[src/verilog/silence_pkg.sv]
// constants shared by the link-silence supervisor
package silence_pkg;
    // ****************************************
    // register map
    // ****************************************
    localparam logic [7:0] silence_period_config_addr = 8'h28;
    localparam logic [7:0] silence_tick_counter_addr = 8'h29; // three bytes 0x29..0x2b, msb first
    localparam logic [7:0] silence_tick_counter_last = 8'h2B;
    localparam logic [7:0] config_reset = 8'h00;
    localparam logic [23:0] count_reset = 24'h00_0000;
    // field positions inside the config byte
    localparam int pd_field_lsb = 4;
    localparam int fault_field_lsb = 0;
    localparam int field_width = 4;
    localparam int count_width = 24;
    // bit of the shutdown status that records a controller shutdown
    localparam int shutdown_cause_bit = 7;
    // ****************************************
    // time base
    // ****************************************
    localparam int clock_hz = 100_000_000;
    localparam int tick_hz = 4_000;
    localparam int tick_div = clock_hz / tick_hz; // 25000 cycles per tick
    // period table in ticks of 4 kHz; index is the field code
    localparam logic [23:0] period_ticks [16] = '{
        24'h00_0000, // 0 disabled
        24'h00_0190, // 0.1 s  = 400
        24'h00_07D0, // 0.5 s  = 2000
        24'h00_0FA0, // 1 s    = 4000
        24'h00_1F40, // 2 s    = 8000
        24'h00_4E20, // 5 s    = 20000
        24'h00_9C40, // 10 s   = 40000
        24'h01_D4C0, // 30 s   = 120000
        24'h03_A980, // 1 min  = 240000
        24'h07_5300, // 2 min  = 480000
        24'h12_4F80, // 5 min  = 1200000
        24'h24_9F00, // 10 min = 2400000
        24'h6D_DD00, // 30 min = 7200000
        24'hDB_BA00, // 1 h    = 14400000
        24'h00_0000, // 14 reserved, treated as disabled
        24'h00_0000  // 15 reserved, treated as disabled
    };
endpackage

[src/verilog/comm_silence_timeout.sv]
// link-silence supervisor: silence counter, fault and power-down compare
`timescale 1ns/1ns

// Operation
// (RL1) a 24-bit counter counts up once per 4 kHz tick to measure time since the last valid frame.
// (RL2) the one counter serves both the power-down compare and the fault compare.
// (RL3) a register write to the counter loads the written value as the present count.
// (RL4) a read of the counter returns its live count, useful only while clearing is inhibited.
// (RL5) the upper config nibble selects the power-down period, 0 off, 1..13 from 0.1 s to 1 hour.
// (RL6) when the enabled power-down period is reached with no valid frame, shutdown is requested.
// (RL7) the lower config nibble selects the fault period with the same codes and durations.
// (RL8) when the enabled fault period elapses with no valid frame, the link-silence fault is set.
// (RL9) the host must not write codes 14 or 15 into either field.
// (RL10) the host should make the fault period shorter than the power-down period.
// (RL11) each valid frame clears the counter unless the clear-inhibit control is set.
// (RL12) a shutdown from power-down expiry records the controller shutdown cause bit.
module comm_silence_timeout
    import silence_pkg::*;
#(
    parameter int divide = tick_div
) (
    // clock and reset
    input wire logic clock,
    input wire logic rst_b,
    // register access, byte wide
    input wire logic reg_wr,
    input wire logic reg_rd,
    input wire logic [7:0] reg_addr,
    input wire logic [7:0] reg_wdata,
    output logic [7:0] reg_rdata,
    output logic reg_hit,
    // link and control
    input wire logic frame_valid,
    input wire logic count_clear_inhibit,
    input wire logic link_silence_fault_clear,
    // results
    output logic link_silence_fault,
    output logic shutdown_request,
    output logic controller_shutdown_cause,
    output logic [23:0] silence_tick_count
);
    initial begin
        if (divide < 2) begin
            $error("comm_silence_timeout: divide must be at least 2");
        end
    end

    // ****************************************
    // time base
    // ****************************************
    logic tick;

    tick_divider #(.divide(divide)) u_tick (
        .clock(clock),
        .rst_b(rst_b),
        .tick(tick)
    );

    // ****************************************
    // state
    // ****************************************
    logic [7:0] config_q;
    logic [7:0] config_d;
    logic [23:0] count_q;
    logic [23:0] count_d;
    logic fault_q;
    logic fault_d;
    logic shut_q;
    logic shut_d;
    logic cause_q;
    logic cause_d;
    logic [7:0] rdata_q;
    logic [7:0] rdata_d;

    logic [3:0] silence_powerdown_period;
    logic [3:0] silence_fault_period;
    logic [23:0] pd_limit;
    logic [23:0] fault_limit;
    logic pd_hit;
    logic fault_hit;
    logic [1:0] byte_sel;

    assign silence_powerdown_period = config_q[pd_field_lsb +: field_width];
    assign silence_fault_period = config_q[fault_field_lsb +: field_width];
    // reserved codes decode as disabled; the table holds zero there
    assign pd_limit = period_ticks[silence_powerdown_period]; // [RL5]
    assign fault_limit = period_ticks[silence_fault_period]; // [RL7]
    // both compares read the same counter [RL2]
    assign pd_hit = (pd_limit != count_reset) && (count_q >= pd_limit); // [RL6]
    assign fault_hit = (fault_limit != count_reset) && (count_q >= fault_limit); // [RL8]
    assign byte_sel = 2'(reg_addr - silence_tick_counter_addr);

    // next state of counter, config, flags and read data
    always_comb begin
        config_d = config_q;
        count_d = count_q;
        fault_d = fault_q;
        shut_d = shut_q;
        cause_d = cause_q;
        rdata_d = rdata_q;
        // counter saturates so a long silence never wraps back below the limits
        if (tick && count_q != 24'hFF_FFFF) begin
            count_d = count_q + 24'h00_0001; // [RL1]
        end
        // a valid frame restarts the silence measurement
        if (frame_valid && !count_clear_inhibit) begin
            count_d = count_reset; // [RL11]
        end
        // a counter byte write wins over the tick and the frame clear for that byte only
        if (reg_wr) begin
            if (reg_addr == silence_period_config_addr) begin
                config_d = reg_wdata;
            end
            if (reg_addr >= silence_tick_counter_addr && reg_addr <= silence_tick_counter_last) begin
                unique case (byte_sel)
                    2'd0: count_d[23:16] = reg_wdata; // [RL3]
                    2'd1: count_d[15:8] = reg_wdata; // [RL3]
                    default: count_d[7:0] = reg_wdata; // [RL3]
                endcase
            end
        end
        // sticky fault: a new expiry wins over a clear in the same cycle
        if (link_silence_fault_clear) begin
            fault_d = 1'b0;
        end
        if (fault_hit && !(frame_valid && !count_clear_inhibit)) begin
            fault_d = 1'b1; // [RL8]
        end
        // shutdown holds until device reset
        if (pd_hit && !(frame_valid && !count_clear_inhibit)) begin
            shut_d = 1'b1; // [RL6]
            cause_d = 1'b1; // [RL12]
        end
        // live read data, registered
        if (reg_rd) begin
            rdata_d = 8'h00;
            if (reg_addr == silence_period_config_addr) begin
                rdata_d = config_q;
            end else if (reg_addr >= silence_tick_counter_addr && reg_addr <= silence_tick_counter_last) begin
                unique case (byte_sel)
                    2'd0: rdata_d = count_q[23:16]; // [RL4]
                    2'd1: rdata_d = count_q[15:8]; // [RL4]
                    default: rdata_d = count_q[7:0]; // [RL4]
                endcase
            end
        end
    end

    always_ff @(posedge clock) begin
        if (!rst_b) begin
            config_q <= config_reset;
            count_q <= count_reset;
            fault_q <= 1'b0;
            shut_q <= 1'b0;
            cause_q <= 1'b0;
            rdata_q <= 8'h00;
        end else begin
            config_q <= config_d;
            count_q <= count_d;
            fault_q <= fault_d;
            shut_q <= shut_d;
            cause_q <= cause_d;
            rdata_q <= rdata_d;
        end
    end

    // decode is combinational handshake
    assign reg_hit = (reg_addr == silence_period_config_addr) ||
                     (reg_addr >= silence_tick_counter_addr && reg_addr <= silence_tick_counter_last);
    assign reg_rdata = rdata_q;
    assign link_silence_fault = fault_q;
    assign shutdown_request = shut_q;
    assign controller_shutdown_cause = cause_q;
    assign silence_tick_count = count_q;
endmodule // comm_silence_timeout

[src/verilog/tick_divider.sv]
// one-cycle enable pulse at the slow time-base rate
`timescale 1ns/1ns
module tick_divider
    import silence_pkg::*;
#(
    parameter int divide = tick_div
) (
    // clock and reset
    input wire logic clock,
    input wire logic rst_b,
    // slow enable
    output logic tick
);
    localparam int cnt_w = $clog2(divide);

    initial begin
        if (divide < 2) begin
            $error("tick_divider: divide must be at least 2");
        end
    end

    logic [cnt_w-1:0] cnt_q;
    logic [cnt_w-1:0] cnt_d;
    logic tick_q;
    logic tick_d;

    // wrap at divide-1 and pulse once per wrap
    always_comb begin
        tick_d = 1'b0;
        cnt_d = cnt_q + 1'b1;
        if (cnt_q == cnt_w'(divide - 1)) begin
            cnt_d = '0;
            tick_d = 1'b1;
        end
    end

    always_ff @(posedge clock) begin
        if (!rst_b) begin
            cnt_q <= '0;
            tick_q <= 1'b0;
        end else begin
            cnt_q <= cnt_d;
            tick_q <= tick_d;
        end
    end

    assign tick = tick_q;
endmodule // tick_divider
[config.mk]
export PLATFORM = sky130hd
export DESIGN_NAME = comm_silence_timeout
export DESIGN_NICKNAME = d
export VERILOG_FILES = /design/src/verilog/silence_pkg.sv /design/src/verilog/comm_silence_timeout.sv /design/src/verilog/tick_divider.sv
export SDC_FILE = /design/constraint.sdc
export NUM_CORES = 1
export LEC_CHECK = 0
export BUFFER_PORTS_ARGS = -buffer_cell sky130_fd_sc_hd__buf_2
export CORE_MARGIN = 2
export CORE_UTILIZATION = 50
export CTS_CLUSTER_DIAMETER = 200
export CTS_CLUSTER_SIZE = 30
export DETAILED_ROUTE_END_ITERATION = 12
export GPL_TIMING_DRIVEN = 1
export HOLD_SLACK_MARGIN = 0.12
export PLACE_DENSITY = 0.73
export SLEW_MARGIN = 20
export SYNTH_ARGS = -nofsm -noshare
export SYNTH_HDL_FRONTEND = slang
export SYNTH_SLANG_ARGS = --single-unit
[constraint.sdc]
create_clock -name clock -period 2.9 [get_ports clock]
set_input_delay 0.58 -clock clock [delete_from_list [all_inputs] [get_ports clock]]
set_output_delay 0.58 -clock clock [all_outputs]
set_load 0.03 [all_outputs]
==> flow_summary.ini, run 1 <==
[synth]
syn_nets = 729
yosys.area.top_type = dfxtp_1
yosys_warnings = 0
synthArstFlopShare = 0
ys_types = 56
synth_top_family_by_area = simple AND/OR/NAND/NOR gates
muxShareOfSynthArea = 0.0502
synth_area_um2 = 5010
synth_area_leaders = dfxtp_1 (23%), ha_1 (16%), nor2_1 (4.3%)
yosysSeqAreaShare = 0.232
synth_fa_ha_area_frac = 0.165
syn_inst = 640
yosysTopAreaCellShare = 0.232
synth.most_common_cell = ha_1
synth-simple-area-share = 0.246
synth_edf_count = 0
synth_seq_cells = 58
synth_compound_gate_area_share = 0.199
ys.flop_type = dfxtp_1
syn_avg_cell_area_um2 = 7.82
synth_xor_area_frac = 0.0525
synth.top_cells.by_count = ha_1 (66), dfxtp_1 (58), nor2_1 (58)

[grt]
grt_max_degree = 32
grtUsageTotal = 0.287
grt_pass1_wl_um = 24800
antenna_found_initial = 0
gr-total-overflow = 0
grt_pass1_vias = 4967

[worst_setup_path]
worstPathCellList = inv_1 -> ha_1 -> mux4_2 -> ha_1 -> and4_1 -> nand2_1 -> a21oi_1 -> o21ai_0 -> a211oi_1
cp.arrival_ns = 2.88
crit_path_top_delay_cell = mux4_2
endpoint_kind = register
max_stage_delay_ns = 0.50
cp.required_ns = 3.17
crit_path_start_kind = register
cp_max_fo = 9
path_common_cell = ha_1
path_class = register to register

[flow_run]
maxCapViolations = 0

[worst_hold_path]
min_path_type = register to register

[cells_and_area]
areaGrowthSynthToFinish_pct = 15.1
num_antenna_cells = 0
final_cells = 836
final_area_um2 = 5760
post-route-util = 0.592
fin_nets = 787
drive_gt1_frac = 0.171

[floorplan]
die_x_um = 104
dieArea_um2 = 10800
fp.coreArea_um2 = 9730
num_rows = 36
ioPinCount = 59
die_y_um = 104
start_util = 0.515

[routing]
vias_per_cell = 6.19
drc = 0
routed_wl_um = 15700
routedWlPerCell_um = 18.8
ant_nets = 0
firstDrtPassIters = 6
vias = 5171
initialDrtViolationCount = 543

[power_and_ir_drop]
peakVddDrop_mv = 0.227
p_leak_nw = 2.46
p_per_area_nw_per_um2 = 329
p_total_mw = 1.90

[cts]
path_clk_slew_ns = 0.08
post_cts_resized = 0
tritoncts = built
cts_setup_buffers = 0
cts_sinks = 58
cts_buffers = 9
clk_latency_ns = 0.34
h-tree-depth = 3
clk_path_buf_depth = 2
cts_hold_repair.buffers = 0
cts_root_buf = clkbuf_8

[timing]
timing.final.crit_period_ns = 2.61
rsz0062_at_grt = false
max_freq_mhz = 383
finClkSkew_ns = 0.00825
max_slew.worst_pin.slew_ns = 0.756
final-setup-viol-count = 0
hold_violations = 0
tns_ns = 0
period_share = 0.901
slew_viol_final = 0
slew_headroom = 0.492

[place]
place.gp.congestion = 0.956
post-place-cells = 820
dpl_cell_area_um2 = 5510
numPortBuffers = 58
dp_hpwl_um = 11600

[run_status]
status = finished clean
## registers in the layout, indices dropped and copies added, names as in the netlist
register	flops
silence_tick_count	24
u_tick.tick	1
link_silence_fault	1
config_q	8
reg_rdata	8
controller_shutdown_cause	1
u_tick.cnt_q	15
## metrics by stage
step	hold slack [ns]	setup WS (ns)
floorplan	0.418	0.427
global placement	0.429	0.426
detailed placement	0.471	0.323
CTS	0.481	0.298
global route	0.495	0.0934
finish	0.479	0.288
## power breakdown
| part | switching (mW) | internal, mW |
|---|---|---|
| sequential | 0.00440 | 0.800 |
| clock | 0.383 | 0.580 |
| combinational | 0.0864 | 0.0432 |
| total | 0.474 | 1.42 |
## critical path, delay by kind of cell, from the launching register on
family                   cells  cell delay [ns]
AND/OR/NAND/NOR              2             0.29
buffers and inverters        1             0.19
adder cells (fa/ha/maj)      2             0.61
flip-flops                   1             0.49
AO/OA/AOI/OAI                3             0.47
multiplexers                 1             0.50
## placed cells by master (no fill, tap or decap), types with 4 or more instances in the layout
master     instances
o22ai_1           18
nor2_1            58
mux2i_1           15
o211ai_1          13
a31oi_1            7
xor2_1            23
a211oi_1          12
nand3_1           28
nand4_1           23
nand2_1           56
ha_1              66
o2111ai_1          5
buf_4             28
clkbuf_8           9
o21ai_0           28
inv_1             31
nor3_1            10
or2_2              5
and2_1            14
a22oi_1            9
and3_1             8
a21oi_1           30
nand2b_1           4
xnor2_1            7
buf_2             58
o31ai_1            7
dfxtp_1           58
nor2b_1           12
and4_1             5
nor4_1             7
## routing by layer
| metal | GRT usage | vias up | wire length [um] | share of wire |
|---|---|---|---|---|
| met4 | 0.130 | 0 | 548 | 0.035 |
| met5 | 0 | - | 0 | 0 |
| met1 | 0.356 | 2389 | 6480 | 0.41 |
| li1 | - | 2460 | - | - |
| met3 | 0.0570 | 50 | 1400 | 0.089 |
| met2 | 0.479 | 272 | 7260 | 0.46 |
## path summary, 6_finish.rpt
path / startpoint / to / slack (ns) / cells after the start
worst max-delay path: config_q[1] / link_silence_fault / 0.29 / 9
worst min-delay path: u_tick.cnt_q[0] / u_tick.cnt_q[0] / 0.48 / 1
worst max register to register: config_q[1] / link_silence_fault / 0.29 / 9
worst min register to register: u_tick.cnt_q[0] / u_tick.cnt_q[0] / 0.48 / 1
## logic make-up after synthesis
kind of cell / count (synthesis)
and+or+nand+nor: 243
DFF: 58
adders and majority gates: 66
muxes: 21
AOI/OAI and AO/OA: 152
xor gates and xnor gates: 30
buffers and inverters: 70
## layout make-up
type | instances | area (um2)
multi-input combinational | 512 | 3570
fill | 915 | 3970
tap | 133 | 166
inverter | 31 | 116
sequential | 58 | 1160
timing repair buffer | 86 | 500
clock inverter | 7 | 125
clock buffer | 9 | 124
(Power assumes the default switching activity.)
==> run 2: changes to the inputs <==
Settings changed: ABC_AREA set to 1.
==> flow_summary.ini, run 2 <==
[timing]
max_slew.worst_pin.slew_ns = 0.910
timing.final.crit_period_ns = 2.49
tns_ns = 0
finClkSkew_ns = 0.0117
final-setup-viol-count = 0
rsz0062_at_grt = false
period_share = 0.860
slew_viol_final = 0
hold_violations = 0
slew_headroom = 0.393
max_freq_mhz = 401

[synth]
yosysTopAreaCellShare = 0.215
syn_avg_cell_area_um2 = 6.11
synth_area_leaders = dfxtp_1 (22%), nand2_1 (19%), ha_1 (15%)
synth_area_um2 = 5390
yosysSeqAreaShare = 0.215
syn_inst = 882
synth.top_cells.by_count = nand2_1 (279), inv_1 (101), nand3_1 (87), nor2_1 (87), ha_1 (66)
yosys.area.top_type = dfxtp_1
ys_types = 40
synth.most_common_cell = nand2_1
syn_nets = 971
ys.flop_type = dfxtp_1
yosys_warnings = 0
synth_seq_cells = 58
synth_edf_count = 0
synthArstFlopShare = 0

[routing]
initialDrtViolationCount = 514
routed_wl_um = 16700
vias_per_cell = 5.53
drc = 0
routedWlPerCell_um = 15.4
firstDrtPassIters = 5
ant_nets = 0
vias = 5979

[cells_and_area]
fin_nets = 1030
final_area_um2 = 6000
fillers = 1089
layout_commonest_cell = nand2_1
largest_reg_flops = 24
drive_gt1_frac = 0.112
num_antenna_cells = 0
layout_common_cells = nand2_1 (279), inv_1 (101), nand3_1 (87), nor2_1 (87), ha_1 (66)
final_cells = 1082
areaGrowthSynthToFinish_pct = 11.3

[worst_setup_path]
cp.required_ns = 3.19
rrSetupSlack_ns = 0.41
cp.arrival_ns = 2.78
endpoint_kind = register
crit_path_start_kind = register
path_class = register to register
reg2reg_depth = 15
rr_startpoint = config_q[4]
cp_max_fo = 8
r2r_end = controller_shutdown_cause

[floorplan]
num_rows = 37
die_x_um = 108
start_util = 0.518
dieArea_um2 = 11600
fp.coreArea_um2 = 10400
die_y_um = 108
ioPinCount = 59

[grt]
grtUsageTotal = 0.300
grt_pass1_vias = 5365
grt_max_degree = 30
gr-total-overflow = 0
grt_pass1_wl_um = 27000
antenna_found_initial = 0

[cts]
clk_path_buf_depth = 2
cts_hold_repair.buffers = 0
cts_root_buf = clkbuf_8
clk_latency_ns = 0.36
cts_sinks = 58
post_cts_resized = 0
cts_setup_buffers = 0
tritoncts = built
path_clk_slew_ns = 0.08
h-tree-depth = 3
cts_buffers = 9

[worst_hold_path]
min_path_type = input port to register
hold_end = link_silence_fault
min_from = link_silence_fault_clear
hold_depth = 4

[flow_run]
maxCapViolations = 0

[power_and_ir_drop]
peakVddDrop_mv = 0.360
p_leak_nw = 2.85
p_per_area_nw_per_um2 = 281

[place]
post-place-cells = 1066
place.gp.congestion = 0.949
numPortBuffers = 58
dp_hpwl_um = 12700
dpl_cell_area_um2 = 5830

[run_status]
status = finished clean
-- run 2: cell types whose count changed after synthesis, moves of 12 or more --
cell      before  now
xor2_1        23   11
nor2b_1       12    0
nand4_1       23    3
mux2i_1       15    0
inv_1         31  101
o211ai_1      13    1
nand3_1       28   87
and2_1        14    2
a21oi_1       30   61
nor2_1        58   87
clkbuf_1      34    7
o22ai_1       18    1
nand2_1       56  279
-- run 2: final cells by class --
cell class              instances  area, um2  area share
flip-flops and latches         58       1160       0.194
clock inverters                 5       30.0     0.00501
clock buffers                  11        141      0.0236
well taps                     136        170      0.0284
repair buffers                 71        388      0.0647
multi-input cells             693       3700       0.617
inverters                     108        405      0.0676
-- run 2: report_power, final --
part	leakage [nW]	total (mW)	internal, mW	switching, mW
Combinational	2.30	0.161	0.0493	0.111
Clock	0.0851	0.709	0.329	0.380
Sequential	0.469	0.814	0.807	0.00742
Total	2.85	1.68	1.19	0.499
-- run 2: how the worst max path moves through the flow --
stage	startpoint	to	slack, ns	depth (start not counted)
2_1_floorplan	config_q[6]	controller_shutdown_cause	0.76	15
3_3_place_gp	config_q[4]	controller_shutdown_cause	0.50	15
3_5_place_dp	config_q[4]	controller_shutdown_cause	0.44	15
4_1_cts	config_q[4]	controller_shutdown_cause	0.42	15
5_1_grt	config_q[1]	link_silence_fault	0.17	16
6_report	config_q[4]	controller_shutdown_cause	0.41	15
-- run 2: worst max-delay path, cell delays in order (launching register included) --
cell,delay [ns]
dfxtp_1,0.53
inv_1,0.20
ha_1,0.35
nand2_1,0.09
nand3_1,0.08
nand2_1,0.09
inv_1,0.05
ha_1,0.28
nand2_1,0.07
nor2_1,0.14
nand2_1,0.09
nor2_1,0.11
nand2_1,0.05
nand4_1,0.08
nand3_1,0.08
a21oi_1,0.12
-- run 2: cell families after synthesis --
| family | synth area share |
|---|---|
| AND/OR/NAND/NOR | 0.390 |
| buffers and inverters | 0.0979 |
| adder cells (fa/ha/maj) | 0.153 |
| XOR/XNOR | 0.0179 |
| AO/OA/AOI/OAI | 0.126 |
| flip-flops | 0.215 |
-- run 2: stage by stage --
stage          setup WS, ns   util  hold slack, ns  total power, mW
2_1_floorplan         0.763      -           0.418            0.931
3_3_place_gp          0.498  0.559           0.428            0.988
3_5_place_dp          0.442  0.559           0.440            0.990
4_1_cts               0.419  0.576           0.456             1.69
5_1_grt               0.169  0.576           0.469             1.73
6_report              0.406  0.576           0.455             1.68
-- run 2: per-layer routing --
layer | up-vias | track usage | wire length, um
met4 | 0 | 0.112 | 553
li1 | 2977 | - | -
met3 | 39 | 0.0593 | 1820
met1 | 2669 | 0.423 | 7400
met5 | - | 0 | 0
met2 | 294 | 0.450 | 6940
